`config.mk`:
```
export PLATFORM = sky130hd
export DESIGN_NAME = afm_fault_monitor
export DESIGN_NICKNAME = d
export VERILOG_FILES = /design/src/common/afm_pkg.sv /design/src/afm_sync.sv /design/src/afm_threshold_cmp.sv /design/src/afm_fault_monitor.sv
export VERILOG_INCLUDE_DIRS = /design/src /design/src/common
export SDC_FILE = /design/constraint.sdc
export NUM_CORES = 1
export LEC_CHECK = 0
export BUFFER_PORTS_ARGS = -buffer_cell sky130_fd_sc_hd__buf_2
export CAP_MARGIN = 20
export CORE_MARGIN = 2
export CORE_UTILIZATION = 49
export CTS_CLUSTER_SIZE = 8
export DETAILED_ROUTE_END_ITERATION = 16
export PLACE_DENSITY = 0.81
export SETUP_SLACK_MARGIN = 0.3
export SLEW_MARGIN = 5
export SYNTH_ARGS = -nofsm -noshare
export SYNTH_HDL_FRONTEND = slang
export SYNTH_SLANG_ARGS = --single-unit
```
`constraint.sdc`:
```
create_clock -name mclk -period 2.38 [get_ports mclk]
set_input_delay 0.238 -clock mclk [delete_from_list [all_inputs] [get_ports mclk]]
set_output_delay 0.238 -clock mclk [all_outputs]
set_load 0.005 [all_outputs]
```
`src/common/afm_map.svh`:
```
// constants of the analog and absolute-encoder fault monitor: alarm codes,
// usage-setting values and cause bit positions; included by the monitor, its checker and the bench.
// Notes on behaviour
// - input one above threshold raises 39/0
// - input two above threshold raises 39/1
// - input three above threshold raises 39/2
// - zero threshold disables input one protection
// - supplies lost and capacitor low raise 40/0
// - 40 and 42 need encoder reset first
// - multi-turn count over raises 41/0
// - usage setting 2 ignores counter over
// - over-speed on battery alone raises 42/0
// - over-speed after encoder power loss raises 42
// - usage setting 1 suppresses absolute alarms
// - non-clearable alarms hold until power cycle
`ifndef AFM_MAP_SVH
`define AFM_MAP_SVH

`define AFM_MAIN_W 8
`define AFM_SUB_W 4
`define AFM_USAGE_W 2
`define AFM_CAUSE_W 6
`define AFM_PIN_W 7

`define AFM_MAIN_NONE 8'h00
`define AFM_MAIN_AIN_EXCESS 8'h27
`define AFM_MAIN_SYS_DOWN 8'h28
`define AFM_MAIN_CNT_OVER 8'h29
`define AFM_MAIN_OVERSPEED 8'h2A

`define AFM_SUB_0 4'h0
`define AFM_SUB_1 4'h1
`define AFM_SUB_2 4'h2

`define AFM_USAGE_INCREMENTAL 2'h1
`define AFM_USAGE_IGNORE_OVER 2'h2

// cause vector bit positions, also the order of fault_cause
`define AFM_BIT_AIN1 0
`define AFM_BIT_AIN2 1
`define AFM_BIT_AIN3 2
`define AFM_BIT_SYS_DOWN 3
`define AFM_BIT_CNT_OVER 4
`define AFM_BIT_OVERSPEED 5

// synchronised pin bundle positions
`define AFM_PIN_PWR_OK 0
`define AFM_PIN_BAT_OK 1
`define AFM_PIN_CAP_LOW 2
`define AFM_PIN_TURN_OVER 3
`define AFM_PIN_OVERSPEED 4
`define AFM_PIN_ABS_CLEARED 5
`define AFM_PIN_CLEAR 6

`endif

```
`src/common/afm_pkg.sv`:
```
// types of the fault monitor: alarm sources and supervisor states.
// assumes afm_map.svh is compiled alongside for the numeric constants.
package afm_pkg;

    typedef enum logic [2:0] {
        AFM_SRC_NONE,
        AFM_SRC_AIN1,
        AFM_SRC_AIN2,
        AFM_SRC_AIN3,
        AFM_SRC_SYS_DOWN,
        AFM_SRC_CNT_OVER,
        AFM_SRC_OVERSPEED
    } afm_src_t;

    typedef enum logic [1:0] {
        AFM_NORMAL,
        AFM_ALARM,
        AFM_HOLD_ENC,
        AFM_LOCKED
    } afm_state_t;

endpackage

```
`src/afm_sync.sv`:
```
// two-stage synchroniser for a bundle of asynchronous pin levels.
// assumes the levels are quasi-static; each bit is synchronised on its own.
`timescale 1ns/10ps
module afm_sync #(
    parameter int W = 1
) (
    input wire logic mclk,
    input wire logic rst_n,
    input wire logic [W-1:0] pin_in,
    output logic [W-1:0] pin_sync
);

    logic [W-1:0] meta_reg;
    logic [W-1:0] sync_reg;

    // first stage feeds only the second stage
    always_ff @(posedge mclk) begin
        if (!rst_n) begin
            meta_reg <= '0;
            sync_reg <= '0;
        end else begin
            meta_reg <= pin_in;
            sync_reg <= meta_reg;
        end
    end

    assign pin_sync = sync_reg;

endmodule

```
`src/afm_threshold_cmp.sv`:
```
// excess comparator for one analog channel, registered result.
// assumes level and threshold are unsigned words on mclk from the converter.
`timescale 1ns/10ps
module afm_threshold_cmp #(
    parameter int ADC_W = 16
) (
    input wire logic mclk,
    input wire logic rst_n,
    input wire logic [ADC_W-1:0] level,
    input wire logic [ADC_W-1:0] threshold,
    output logic excess
);

    logic excess_reg;
    logic excess_next;
    logic thr_enabled;

    // a zero threshold switches the protection off
    assign thr_enabled = (threshold != '0);
    assign excess_next = thr_enabled && (level > threshold);

    always_ff @(posedge mclk) begin
        if (!rst_n) begin
            excess_reg <= 1'b0;
        end else begin
            excess_reg <= excess_next;
        end
    end

    assign excess = excess_reg;

endmodule

```
`src/afm_fault_monitor.sv`:
```
// fault monitor: analog excess, absolute-encoder supply, counter and speed
// alarms, with a latched main/sub code and clear handling.
// assumes encoder status pins are asynchronous and analog words are on mclk.
`timescale 1ns/10ps
`include "afm_map.svh"
module afm_fault_monitor #(
    parameter int ADC_W = 16,
    parameter int CONFIRM_CYCLES = 2
) (
    input wire logic mclk,
    input wire logic rst_n,
    input wire logic [ADC_W-1:0] analog_input_one,
    input wire logic [ADC_W-1:0] analog_input_two,
    input wire logic [ADC_W-1:0] analog_input_three,
    input wire logic [ADC_W-1:0] ain1_excess_threshold,
    input wire logic [ADC_W-1:0] ain2_excess_threshold,
    input wire logic [ADC_W-1:0] ain3_excess_threshold,
    input wire logic [`AFM_USAGE_W-1:0] abs_encoder_usage_setting,
    input wire logic alarm_clear_input,
    input wire logic enc_main_power_ok,
    input wire logic enc_battery_ok,
    input wire logic enc_backup_cap_low,
    input wire logic enc_multiturn_over,
    input wire logic enc_overspeed,
    input wire logic enc_abs_cleared,
    output logic alarm_active,
    output logic [`AFM_MAIN_W-1:0] alarm_main_code,
    output logic [`AFM_SUB_W-1:0] alarm_sub_code,
    output logic alarm_nonclearable,
    output logic alarm_awaits_enc_reset,
    output logic clear_rejected,
    output logic [`AFM_CAUSE_W-1:0] fault_cause
);

    localparam int CNT_W = $clog2(CONFIRM_CYCLES + 1);
    localparam logic [CNT_W-1:0] CNT_FULL = CNT_W'(CONFIRM_CYCLES);

    // priority: the non-clearable counter over first, then supply loss,
    // speed, and the analog channels in order
    function automatic afm_pkg::afm_src_t pick_source(
        input logic [`AFM_CAUSE_W-1:0] det
    );
        afm_pkg::afm_src_t src;
        src = afm_pkg::AFM_SRC_NONE;
        if (det[`AFM_BIT_CNT_OVER]) begin
            src = afm_pkg::AFM_SRC_CNT_OVER;
        end else if (det[`AFM_BIT_SYS_DOWN]) begin
            src = afm_pkg::AFM_SRC_SYS_DOWN;
        end else if (det[`AFM_BIT_OVERSPEED]) begin
            src = afm_pkg::AFM_SRC_OVERSPEED;
        end else if (det[`AFM_BIT_AIN1]) begin
            src = afm_pkg::AFM_SRC_AIN1;
        end else if (det[`AFM_BIT_AIN2]) begin
            src = afm_pkg::AFM_SRC_AIN2;
        end else if (det[`AFM_BIT_AIN3]) begin
            src = afm_pkg::AFM_SRC_AIN3;
        end
        return src;
    endfunction

    function automatic logic [`AFM_MAIN_W-1:0] main_of(input afm_pkg::afm_src_t src);
        logic [`AFM_MAIN_W-1:0] code;
        code = `AFM_MAIN_NONE;
        unique case (src)
            afm_pkg::AFM_SRC_NONE: code = `AFM_MAIN_NONE;
            afm_pkg::AFM_SRC_AIN1: code = `AFM_MAIN_AIN_EXCESS;
            afm_pkg::AFM_SRC_AIN2: code = `AFM_MAIN_AIN_EXCESS;
            afm_pkg::AFM_SRC_AIN3: code = `AFM_MAIN_AIN_EXCESS;
            afm_pkg::AFM_SRC_SYS_DOWN: code = `AFM_MAIN_SYS_DOWN;
            afm_pkg::AFM_SRC_CNT_OVER: code = `AFM_MAIN_CNT_OVER;
            afm_pkg::AFM_SRC_OVERSPEED: code = `AFM_MAIN_OVERSPEED;
            default: code = `AFM_MAIN_NONE;
        endcase
        return code;
    endfunction

    function automatic logic [`AFM_SUB_W-1:0] sub_of(input afm_pkg::afm_src_t src);
        logic [`AFM_SUB_W-1:0] code;
        code = `AFM_SUB_0;
        if (src == afm_pkg::AFM_SRC_AIN2) begin
            code = `AFM_SUB_1;
        end else if (src == afm_pkg::AFM_SRC_AIN3) begin
            code = `AFM_SUB_2;
        end
        return code;
    endfunction

    // pin synchronisation
    logic [`AFM_PIN_W-1:0] pin_raw;
    logic [`AFM_PIN_W-1:0] pin_s;

    assign pin_raw[`AFM_PIN_PWR_OK] = enc_main_power_ok;
    assign pin_raw[`AFM_PIN_BAT_OK] = enc_battery_ok;
    assign pin_raw[`AFM_PIN_CAP_LOW] = enc_backup_cap_low;
    assign pin_raw[`AFM_PIN_TURN_OVER] = enc_multiturn_over;
    assign pin_raw[`AFM_PIN_OVERSPEED] = enc_overspeed;
    assign pin_raw[`AFM_PIN_ABS_CLEARED] = enc_abs_cleared;
    assign pin_raw[`AFM_PIN_CLEAR] = alarm_clear_input;

    afm_sync #(
        .W(`AFM_PIN_W)
    ) u_sync (
        .mclk(mclk),
        .rst_n(rst_n),
        .pin_in(pin_raw),
        .pin_sync(pin_s)
    );

    // edges of the clear request and of the encoder-cleared report
    logic clear_d_reg;
    logic abs_cleared_d_reg;
    logic clear_edge;
    logic abs_cleared_edge;

    always_ff @(posedge mclk) begin
        if (!rst_n) begin
            clear_d_reg <= 1'b0;
            abs_cleared_d_reg <= 1'b0;
        end else begin
            clear_d_reg <= pin_s[`AFM_PIN_CLEAR];
            abs_cleared_d_reg <= pin_s[`AFM_PIN_ABS_CLEARED];
        end
    end

    assign clear_edge = pin_s[`AFM_PIN_CLEAR] && !clear_d_reg;
    assign abs_cleared_edge = pin_s[`AFM_PIN_ABS_CLEARED] && !abs_cleared_d_reg;

    // analog channels
    logic [ADC_W-1:0] lvl [3];
    logic [ADC_W-1:0] thr [3];
    logic [2:0] ain_excess;

    assign lvl[0] = analog_input_one;
    assign lvl[1] = analog_input_two;
    assign lvl[2] = analog_input_three;
    assign thr[0] = ain1_excess_threshold;
    assign thr[1] = ain2_excess_threshold;
    assign thr[2] = ain3_excess_threshold;

    generate
        for (genvar i = 0; i < 3; i++) begin : g_ain
            afm_threshold_cmp #(
                .ADC_W(ADC_W)
            ) u_cmp (
                .mclk(mclk),
                .rst_n(rst_n),
                .level(lvl[i]),
                .threshold(thr[i]),
                .excess(ain_excess[i])
            );
        end
    endgenerate

    // absolute-encoder conditions, gated by the usage setting
    logic abs_enabled;
    logic cnt_over_enabled;
    logic enc_power_lost;
    logic sys_down_raw;
    logic cnt_over_raw;
    logic overspeed_raw;
    logic [`AFM_CAUSE_W-1:0] raw_det;

    // incremental use means no absolute-encoder protection at all
    assign abs_enabled = (abs_encoder_usage_setting != `AFM_USAGE_INCREMENTAL);
    assign cnt_over_enabled = abs_enabled &&
        (abs_encoder_usage_setting != `AFM_USAGE_IGNORE_OVER);
    assign enc_power_lost = !pin_s[`AFM_PIN_PWR_OK];
    assign sys_down_raw = abs_enabled && enc_power_lost && !pin_s[`AFM_PIN_BAT_OK] &&
        pin_s[`AFM_PIN_CAP_LOW];
    // travel beyond the multi-turn range is the host's to avoid
    assign cnt_over_raw = cnt_over_enabled && pin_s[`AFM_PIN_TURN_OVER];
    // covers both battery-only outage and power lost while running
    assign overspeed_raw = abs_enabled && enc_power_lost &&
        pin_s[`AFM_PIN_OVERSPEED];

    assign raw_det[`AFM_BIT_AIN1] = ain_excess[0];
    assign raw_det[`AFM_BIT_AIN2] = ain_excess[1];
    assign raw_det[`AFM_BIT_AIN3] = ain_excess[2];
    assign raw_det[`AFM_BIT_SYS_DOWN] = sys_down_raw;
    assign raw_det[`AFM_BIT_CNT_OVER] = cnt_over_raw;
    assign raw_det[`AFM_BIT_OVERSPEED] = overspeed_raw;

    // persistence filter: a cause must hold for CONFIRM_CYCLES + 1 samples,
    // which trades a few cycles of latency for immunity to single glitches
    logic [`AFM_CAUSE_W-1:0] det;

    generate
        for (genvar b = 0; b < `AFM_CAUSE_W; b++) begin : g_filt
            logic [CNT_W-1:0] cnt_reg;
            logic [CNT_W-1:0] cnt_next;

            assign cnt_next = !raw_det[b] ? '0 :
                (cnt_reg == CNT_FULL) ? cnt_reg : cnt_reg + CNT_W'(1);
            assign det[b] = raw_det[b] && (cnt_reg == CNT_FULL);

            always_ff @(posedge mclk) begin
                if (!rst_n) begin
                    cnt_reg <= '0;
                end else begin
                    cnt_reg <= cnt_next;
                end
            end
        end
    endgenerate

    // alarm supervisor
    afm_pkg::afm_state_t state_reg;
    afm_pkg::afm_state_t state_next;
    afm_pkg::afm_src_t src_reg;
    afm_pkg::afm_src_t src_next;
    afm_pkg::afm_src_t new_src;
    logic [`AFM_MAIN_W-1:0] main_reg;
    logic [`AFM_MAIN_W-1:0] main_next;
    logic [`AFM_SUB_W-1:0] sub_reg;
    logic [`AFM_SUB_W-1:0] sub_next;
    logic reject_reg;
    logic reject_next;
    logic [`AFM_CAUSE_W-1:0] cause_reg;
    logic new_hit;
    logic new_locks;
    logic new_needs_enc;
    afm_pkg::afm_state_t latch_state;

    assign new_src = pick_source(det);
    assign new_hit = (new_src != afm_pkg::AFM_SRC_NONE);
    assign new_locks = (new_src == afm_pkg::AFM_SRC_CNT_OVER);
    assign new_needs_enc = (new_src == afm_pkg::AFM_SRC_SYS_DOWN) ||
        (new_src == afm_pkg::AFM_SRC_OVERSPEED);
    assign latch_state = new_locks ? afm_pkg::AFM_LOCKED :
        new_needs_enc ? afm_pkg::AFM_HOLD_ENC : afm_pkg::AFM_ALARM;

    always_comb begin
        state_next = state_reg;
        src_next = src_reg;
        main_next = main_reg;
        sub_next = sub_reg;
        reject_next = 1'b0;
        unique case (state_reg)
            afm_pkg::AFM_NORMAL: begin
                if (new_hit) begin
                    state_next = latch_state;
                    src_next = new_src;
                    main_next = main_of(new_src);
                    sub_next = sub_of(new_src);
                end
            end
            afm_pkg::AFM_ALARM: begin
                // later causes are not latched over the first one
                if (clear_edge) begin
                    // a cause still present re-latches: the set wins
                    state_next = new_hit ? latch_state : afm_pkg::AFM_NORMAL;
                    src_next = new_src;
                    main_next = main_of(new_src);
                    sub_next = sub_of(new_src);
                end
            end
            afm_pkg::AFM_HOLD_ENC: begin
                if (abs_cleared_edge) begin
                    state_next = afm_pkg::AFM_ALARM;
                end else if (clear_edge) begin
                    reject_next = 1'b1;
                end
            end
            afm_pkg::AFM_LOCKED: begin
                // only removing power leaves this state
                reject_next = clear_edge;
            end
        endcase
    end

    always_ff @(posedge mclk) begin
        if (!rst_n) begin
            state_reg <= afm_pkg::AFM_NORMAL;
            src_reg <= afm_pkg::AFM_SRC_NONE;
            main_reg <= `AFM_MAIN_NONE;
            sub_reg <= `AFM_SUB_0;
            reject_reg <= 1'b0;
            cause_reg <= '0;
        end else begin
            state_reg <= state_next;
            src_reg <= src_next;
            main_reg <= main_next;
            sub_reg <= sub_next;
            reject_reg <= reject_next;
            cause_reg <= det;
        end
    end

    assign alarm_active = (state_reg != afm_pkg::AFM_NORMAL);
    assign alarm_main_code = main_reg;
    assign alarm_sub_code = sub_reg;
    assign alarm_nonclearable = (state_reg == afm_pkg::AFM_LOCKED);
    assign alarm_awaits_enc_reset = (state_reg == afm_pkg::AFM_HOLD_ENC);
    assign clear_rejected = reject_reg;
    assign fault_cause = cause_reg;

endmodule

```
==> flow_summary.yaml, run 1 <==
yosys:
  ys_seq_area_frac: 0.291
  netlist_area_um2: 3230
  yosysWarnings: 0
  ys.flop_type: "dfxtp_1"
  async_flop_share: 0
  synth_cells: 388
  synth.distinct_cells: 48
  postSynthAreaPerCell_um2: 8.33
  ys_ff_latch: 47
  synth_edf_count: 0
placement:
  dp_hpwl_um: 6070
  portBuffers: 123
  gp_congestion: 0.884
critical_path:
  crit_type: "reg2reg"
  startpoint_type: "flop"
  cp_max_fo: 6
  cp.arrival_ps: 2020
  crit_buf_inv: 2
  cp_slowest_stage_delay_ps: 360
  worstPathCellList: "inv_1 > ha_1 > a222oi_1 > buf_4 > and2_2 > a21oi_2 > o221a_1"
  cp_data_required_time_ps: 2580
  crit_slowest_cell: "dfxtp_1"
  critical-path-top-delay-family: "compound AO/OA/AOI/OAI gates"
  worstSetupEndpointType: "flop"
pwr:
  p_total_w: 0.00177
  peakVddDrop_v: 0.000381
  leakage_nw: 2.12
  power_density_nw_per_um2: 442
cts:
  htreeDepth: 2
  numCtsBuffers: 5
  postCtsResizedCells: 0
  postCtsHoldBufs: 0
  path_clk_slew_ps: 90
  cts_max_path_buffers: 2
  tritoncts: "done"
  cts_root_buf: "clkbuf_8"
  post_cts_buffers: 0
  clock-sinks: 47
  insertion_delay_ps: 300
drt:
  drtPass1Iterations: 5
  drtAntennaViolNets: 0
  drc: 0
  via_per_inst: 5.21
  drt_wl_total_um: 7170
  dr_total_vias: 3091
  drtIter0Drc: 91
  avgRoutedWirePerCell_um: 12.1
sta:
  drv_slew: 0
  min_period_ps: 1820
  setup_viol: 0
  hold_viol_final: 0
  finalClockSkew_ps: 4.58
  finalSetupTns_ps: 0
  grt_setup_unrepaired: "no"
  max_freq_mhz: 551
  final.period_utilization: 0.763
global_route:
  grt_max_degree: 33
  grt_usage: 0.208
  grt_pass1_vias: 3119
  antenna_found_initial: 0
  grt_pass1_wl_um: 12700
  overflow: 0
floorplanning:
  placementRows: 29
  die_h_um: 85.2
  io_pins: 129
  initial_core_util: 0.509
  coreArea_um2: 6350
  die_w_um: 85.2
  die_area_um2: 7260
min_path:
  hp-class: "in2reg"
finish:
  num-fill-cells: 562
  largest_reg_flops: 12
  area_delta_synth_final_pct: 24.2
  antennaDiodeCount: 0
  final_util: 0.632
  final_nets: 681
  final_layout_size_suffix_gt1_frac: 0.271
outcome:
  status: "complete, no violations"
job:
  maxCapViolCount: 0
==> placed cells by master (no fill, tap or decap), types with 6 or more instances in the layout <==
cell / netlist / routed
buf_2: 0 / 123
xor2_1: 6 / 6
nand4_1: 10 / 10
o21ai_0: 10 / 10
nor2_1: 32 / 32
and2_1: 17 / 17
nand2_1: 22 / 22
ha_1: 59 / 59
nor4_1: 13 / 13
a21oi_1: 25 / 25
nand3_1: 8 / 8
dfxtp_1: 47 / 47
inv_1: 64 / 64
nand2b_1: 6 / 6
a211oi_1: 7 / 7
==> metal layers <==
layer / routed length, um / GRT usage
met1: 3080 / 0.244
met5: 0 / 0
met4: 123 / 0.0664
met3: 442 / 0.0350
met2: 3530 / 0.381
==> path summary, 6_finish.rpt <==
| path | startpoint | to | slack (ps) | cells after the start |
|---|---|---|---|---|
| max | g_filt[1].cnt_reg[0] | alarm_main_code[5] | 560 | 7 |
| min | enc_multiturn_over | u_sync.meta_reg[3] | 130 | 2 |
| min reg2reg | u_sync.meta_reg[5] | u_sync.pin_sync[5] | 430 | 1 |
| max reg2reg | g_filt[1].cnt_reg[0] | alarm_main_code[5] | 560 | 7 |
==> synthesized netlist by cell type (2+ instances only) <==
cell	n	area [um^2]
a221oi_1	3	26.3
nor3_1	5	25.0
dfxtp_1	47	941
and2_1	17	106
nor2b_1	2	12.5
xor2_1	6	52.6
clkbuf_1	4	15.0
mux2i_1	3	30.0
nand2_1	22	82.6
a211o_1	2	17.5
inv_1	64	240
nand3_1	8	40.0
a21o_1	3	22.5
nand4_1	10	62.6
o21ai_0	10	50.1
a211oi_1	7	52.6
nor2_1	32	120
a31oi_1	2	12.5
ha_1	59	738
a41o_1	3	30.0
nor4_1	13	81.3
and3_1	2	12.5
o211ai_1	5	37.5
nand2b_1	6	37.5
a21oi_1	25	125
buf_4	5	37.5
or3_1	2	12.5
==> kinds of logic after synthesis <==
| family | synth area share |
|---|---|
| multiplexers | 0.00929 |
| AO/OA/AOI/OAI | 0.152 |
| AND/OR/NAND/NOR | 0.210 |
| adder cells (fa/ha/maj) | 0.228 |
| XOR/XNOR | 0.0163 |
| other | 0.00116 |
| buffers and inverters | 0.0918 |
| flip-flops | 0.291 |
==> where the power goes <==
group	switching (W)	internal, W	leakage [nW]
clock	0.000279	0.000210	0.0408
combinational	0.000231	0.000218	1.70
sequential	0.0000200	0.000817	0.383
total	0.000530	0.00124	2.12
==> layout make-up <==
cell class,instances,area (um^2),share of cell area
clock buffers,5,68.8,0.0171
clock inverters,3,23.8,0.00592
inverters,65,244,0.0608
multi-input cells,271,2010,0.501
flip-flops and latches,47,941,0.234
well taps,77,96.3,0.0240
repair buffers,125,631,0.157
==> stage by stage <==
step | instances | cell area [um^2] | hold slack (ps) | setup slack, ps
final | 593 | 4010 | 133 | 565
after global routing | 593 | 4010 | 124 | 363
after CTS | 593 | 4010 | 125 | 565
after detailed placement | 585 | 3920 | 420 | 553
after global placement | 585 | 3920 | 414 | 613
after floorplan | 392 | 3250 | 365 | 538
No activity file was read; power rests on OpenSTA's default activity.
==> run 2, diff against run 1 <==
--- a/config.mk
+++ b/config.mk
@@ -6,13 +6,14 @@
 export SDC_FILE = /design/constraint.sdc
 export NUM_CORES = 1
 export LEC_CHECK = 0
+export ABC_AREA = 1
 export BUFFER_PORTS_ARGS = -buffer_cell sky130_fd_sc_hd__buf_2
 export CAP_MARGIN = 20
 export CORE_MARGIN = 2
-export CORE_UTILIZATION = 49
+export CORE_UTILIZATION = 45
 export CTS_CLUSTER_SIZE = 8
 export DETAILED_ROUTE_END_ITERATION = 16
-export PLACE_DENSITY = 0.81
+export PLACE_DENSITY = 0.78
 export SETUP_SLACK_MARGIN = 0.3
 export SLEW_MARGIN = 5
 export SYNTH_ARGS = -nofsm -noshare
==> constraint.sdc (replaced) <==
create_clock -name mclk -period 1.6 [get_ports mclk]
set_input_delay 0.16 -clock mclk [delete_from_list [all_inputs] [get_ports mclk]]
set_output_delay 0.16 -clock mclk [all_outputs]
set_load 0.005 [all_outputs]
==> flow_summary.yaml, run 2 <==
sta:
  fin_ws_ps: -39.9
  setup_viol: 4
  finalClockSkew_ps: 5.22
  hold_viol_final: 0
  grt_setup_unrepaired: "yes"
  drv_slew: 0
  finalSetupTns_ps: -53.0
  max_freq_mhz: 610
  final.period_utilization: 1.02
  min_period_ps: 1640
pwr:
  p_comb_frac: 0.422
  p_int_w: 0.00227
  sw_frac_of_total: 0.375
  power_density_nw_per_um2: 825
  clkPwrFrac: 0.197
  switching_power_w: 0.00136
  leakage_nw: 2.50
  seqPwrFrac: 0.381
  peakVddDrop_v: 0.000357
cts:
  insertion_delay_ps: 300
  numCtsBuffers: 5
  path_clk_slew_ps: 90
  postCtsHoldBufs: 0
  htreeDepth: 2
  clock-sinks: 47
  cts_max_path_buffers: 2
  cts_root_buf: "clkbuf_8"
  tritoncts: "done"
floorplanning:
  coreArea_um2: 7210
  placementRows: 31
  die_h_um: 89.9
  initial_core_util: 0.460
  die_area_um2: 8090
  die_w_um: 89.9
  io_pins: 129
yosys:
  synth_common_cells: "106 x inv_1, 80 x nand2_1, 59 x ha_1"
  yosysMostFrequentCell: "inv_1"
  synth.distinct_cells: 29
  ys_ff_latch: 47
  synth_area_leaders: "dfxtp_1 28%, ha_1 22%, inv_1 12%, nand2_1 9.0%, a21oi_1 5.3%"
  async_flop_share: 0
  postSynthAreaPerCell_um2: 7.17
  netlist_area_um2: 3320
  yosysTopAreaCell: "dfxtp_1"
  synth_edf_count: 0
  ys.flop_type: "dfxtp_1"
  ys_seq_area_frac: 0.283
  synth_cells: 463
  synth_top_area_frac: 0.283
  yosysWarnings: 0
min_path:
  hp-class: "in2reg"
  worstHoldPathCells: 3
placement:
  dp_cells: 680
  portBuffers: 123
  gp_congestion: 0.833
  dp_hpwl_um: 5980
  placed_area_um2: 4130
  dpl_worst_slack_ps: -7.85
drt:
  drc: 0
  dr_total_vias: 3289
  avgRoutedWirePerCell_um: 10.7
  drt_wl_total_um: 7460
  drtAntennaViolNets: 0
  via_per_inst: 4.72
  drtIter0Drc: 87
  drtPass1Iterations: 4
finish:
  final_nets: 763
  final_common_cell: "buf_2"
  final_util: 0.610
  final_cells: 697
  antennaDiodeCount: 0
  final_layout_size_suffix_gt1_frac: 0.329
  design_area_um2: 4400
  mostFrequentLayoutCells: "123 x buf_2, 99 x inv_1, 70 x nand2_1"
  area_delta_synth_final_pct: 32.5
  largest_reg_flops: 12
global_route:
  overflow: 0
  grt_max_degree: 21
  antenna_found_initial: 0
  grt_usage: 0.182
  grt_pass1_wl_um: 12700
  grt_pass1_vias: 3148
critical_path:
  worstPathCellList: "inv_2 > ha_4 > nand2_4 > nand2_2 > nand2_2 > nand2_4 > nand2_4 > nand3_2 > nor2_2 > nand2_1 > nand2_1 > nand2_1 > nor2_1 > nor2_1"
  r2r_cells: 14
  crit_slowest_cell: "dfxtp_2"
  cp.arrival_ps: 1830
  cp_max_fo: 3
  worstSetupEndpointType: "flop"
  cp_slowest_stage_delay_ps: 340
  cp_data_required_time_ps: 1790
  crit_type: "reg2reg"
  startpoint_type: "flop"
job:
  maxCapViolCount: 0
outcome:
  violations: "negative setup slack"
  status: "complete, but fails checks"
run 2: repair_timing:
item,in CTS,in global routing
setup endpoints to repair,11,10
gates resized for setup,10,19
pin swaps,11,14
setup buffers,4,5
run 2: power groups by stage:
stage | registers (W) | logic [W] | clock network, W
CTS | 0.00138 | 0.00146 | 0.000735
detailed placement | 0.00140 | 0.00141 | 0
global placement | 0.00139 | 0.00136 | 0
finish | 0.00138 | 0.00153 | 0.000715
global route | 0.00140 | 0.00175 | 0.000799
floorplan | 0.00140 | 0.000987 | 0
run 2: cell families (layout without fill, tap and decap cells):
kind of cell,after synthesis,count (layout),synth area share
AOI/OAI and AO/OA,54,54,0.0885
other,1,5,0.00113
and+or+nand+nor,182,182,0.260
buffers and inverters,118,249,0.139
adders and majority gates,59,59,0.222
DFF,47,47,0.283
xor gates and xnor gates,2,2,0.00527
run 2: per-layer routing:
metal	wire, um	global-route usage	part of all wire	vias to the layer above
met1	3300	0.216	0.44	1461
met4	76	0.0449	0.010	0
met3	313	0.0285	0.042	8
met2	3770	0.343	0.51	81
met5	0	0	0	-
li1	-	-	-	1739
run 2: layout make-up:
type | count | area (um^2)
Timing Repair Buffer | 133 | 691
Multi-Input combinational cell | 302 | 2130
Inverter | 108 | 408
Sequential cell | 47 | 951
Tap cell | 99 | 124
Clock inverter | 3 | 25.0
Clock buffer | 5 | 68.8
Fill cell | 662 | 2810
run 2: per-stage QoR:
step	power [W]	hold WS, ps
after CTS	0.00358	28.1
final	0.00363	37.3
after global routing	0.00395	34.1
after floorplan	0.00238	258
after detailed placement	0.00280	347
after global placement	0.00276	340
run 2: worst paths after layout:
check | from | endpoint | slack [ps]
hold / removal | enc_main_power_ok | u_sync.meta_reg[0] | 40
setup / recovery | g_filt[1].cnt_reg[0] | state_reg[0] | -40
setup reg to reg | g_filt[1].cnt_reg[0] | state_reg[0] | -40
hold reg to reg | u_sync.meta_reg[1] | u_sync.pin_sync[1] | 420
run 2: critical path: cells and delay by family (launching register included):
family        cells  cell delay, ps
buf+inv           1              50
flops             1             340
fa+ha+maj         1             160
simple gates     12             990
==> run 3, diff against run 2 <==
--- a/config.mk
+++ b/config.mk
@@ -13,6 +13,7 @@
 export CORE_UTILIZATION = 45
 export CTS_CLUSTER_SIZE = 8
 export DETAILED_ROUTE_END_ITERATION = 16
+export HOLD_SLACK_MARGIN = 0.05
 export PLACE_DENSITY = 0.78
 export SETUP_SLACK_MARGIN = 0.3
 export SLEW_MARGIN = 5
==> flow_summary.yaml, run 3 (synthesis gave the netlist of run 2 again) <==
drt:
  drt-met1-wl_um: 3300
  drtAntennaViolNets: 0
  via_per_inst: 4.70
  avgRoutedWirePerCell_um: 10.7
  wl_met3_um: 309
  met2_wirelength_um: 3810
  drc: 0
  drtPass1Iterations: 4
  drtIter0Drc: 84
  routed.top_layer: "met4"
  dr_total_vias: 3306
  drt_wl_total_um: 7530
pwr:
  leakage_nw: 2.53
  power_density_nw_per_um2: 814
  sw_frac_of_total: 0.373
  p_total_w: 0.00364
  clkPwrFrac: 0.195
  p_comb_frac: 0.424
  seqPwrFrac: 0.380
  peakVddDrop_v: 0.000390
  switching_power_w: 0.00136
  p_int_w: 0.00228
critical_path:
  worstSetupEndpointType: "flop"
  crit_type: "reg2reg"
  cp_max_fo: 3
  crit_start: "g_filt[1].cnt_reg[0]"
  timing.rr.start: "g_filt[1].cnt_reg[0]"
  cp_data_required_time_ps: 1790
  startpoint_type: "flop"
  cp.arrival_ps: 1820
global_route:
  grt_pass1_vias: 3189
  grt_max_degree: 21
  grt_usage: 0.185
  grt_pass1_wl_um: 12900
  overflow: 0
  antenna_found_initial: 0
finish:
  area_delta_synth_final_pct: 34.4
  final_cells: 703
  antennaDiodeCount: 0
  mostFrequentLayoutCells: "123 x buf_2, 99 x inv_1, 70 x nand2_1"
  final_common_cell: "buf_2"
  seq_area_um2: 951
  final_nets: 769
  num-fill-cells: 657
  final_util: 0.619
  largest_reg_flops: 12
  multiInputGateArea_um2: 2140
  final_layout_size_suffix_gt1_frac: 0.326
sta:
  finalClockSkew_ps: 4.48
  drv_slew: 0
  grt_setup_unrepaired: "yes"
  timing.hold.ws_ps: 60.5
  fin_ws_ps: -29.8
  finalSetupTns_ps: -47.9
  setup_viol: 4
  min_period_ps: 1630
  hold_viol_final: 0
  max_freq_mhz: 614
  final.period_utilization: 1.02
outcome:
  violations: "negative setup slack"
  status: "complete, but fails checks"
min_path:
  hp-class: "in2reg"
  min-delay-start: "enc_battery_ok"
floorplanning:
  io_pins: 129
  die_area_um2: 8090
  die_h_um: 89.9
  placementRows: 31
  die_w_um: 89.9
  coreArea_um2: 7210
  initial_core_util: 0.460
cts:
  tritoncts: "done"
  numCtsBuffers: 5
  insertion_delay_ps: 300
  clock-sinks: 47
  htreeDepth: 2
  cts_max_path_buffers: 2
  cts_root_buf: "clkbuf_8"
  path_clk_slew_ps: 90
placement:
  gp_congestion: 0.833
  dp_hpwl_um: 5980
  portBuffers: 123
  dp_cells: 680
job:
  maxCapViolCount: 0
==> run 3: cell types whose count changed in the layout (fill, tap and decap cells not counted), sizes merged <==
cell and change:
dlygate4sd3 +6
==> run 3: critical path, cell delays in order (launching register included) <==
cell and delay [ps]:
dfxtp_2 340, inv_2 50, ha_4 160, nand2_4 80, nand2_2 60, nand2_2 100
nand2_4 80, nand2_4 90, nand3_2 110, nor2_2 160, nand2_1 60, nand2_1 50
nand2_1 50, nor2_1 80, nor2_1 50
==> run 3: through the flow <==
step           area [um^2]  worst slack (ps)
6_report              4470             -29.8
5_1_grt               4470              -127
4_1_cts               4370              26.6
3_5_place_dp          4130             -7.85
3_3_place_gp          4130              50.6
2_1_floorplan         3440               179
==> run 3: worst paths after layout <==
| path | end | slack (ps) | cells past startpoint |
|---|---|---|---|
| setup / recovery | state_reg[0] | -30 | 14 |
| hold / removal | u_sync.meta_reg[1] | 60 | 3 |
| setup reg to reg | state_reg[0] | -30 | 14 |
| hold reg to reg | u_sync.pin_sync[1] | 420 | 2 |
==> run 3: final cells by class <==
class | instances | area share
Multi-Input combinational cell | 302 | 0.479
Sequential cell | 47 | 0.213
Timing Repair Buffer | 139 | 0.168
Inverter | 108 | 0.0913
Tap cell | 99 | 0.0277
Clock buffer | 5 | 0.0154
Clock inverter | 3 | 0.00560
==> run 3: repair_timing <==
action	4_1_cts	5_1_grt
endpoints found under the hold margin	6	0
endpoints found under the setup margin	11	10
hold buffers	6	0
setup buffers	4	5
gates resized for setup	10	20
pin swaps	11	13
==> run 3: metal layers <==
metal  global-route usage  vias up
met4               0.0449        0
li1                     -     1755
met5                    0        -
met2                0.352       87
met1                0.217     1454
met3               0.0268       10
==> run 3: power groups by stage <==
stage | Combinational [W] | Sequential, W | Clock (W)
after floorplan | 0.000987 | 0.00140 | 0
after global placement | 0.00136 | 0.00139 | 0
after detailed placement | 0.00141 | 0.00140 | 0
after CTS | 0.00148 | 0.00138 | 0.000735
after global routing | 0.00176 | 0.00140 | 0.000797
final | 0.00154 | 0.00138 | 0.000710
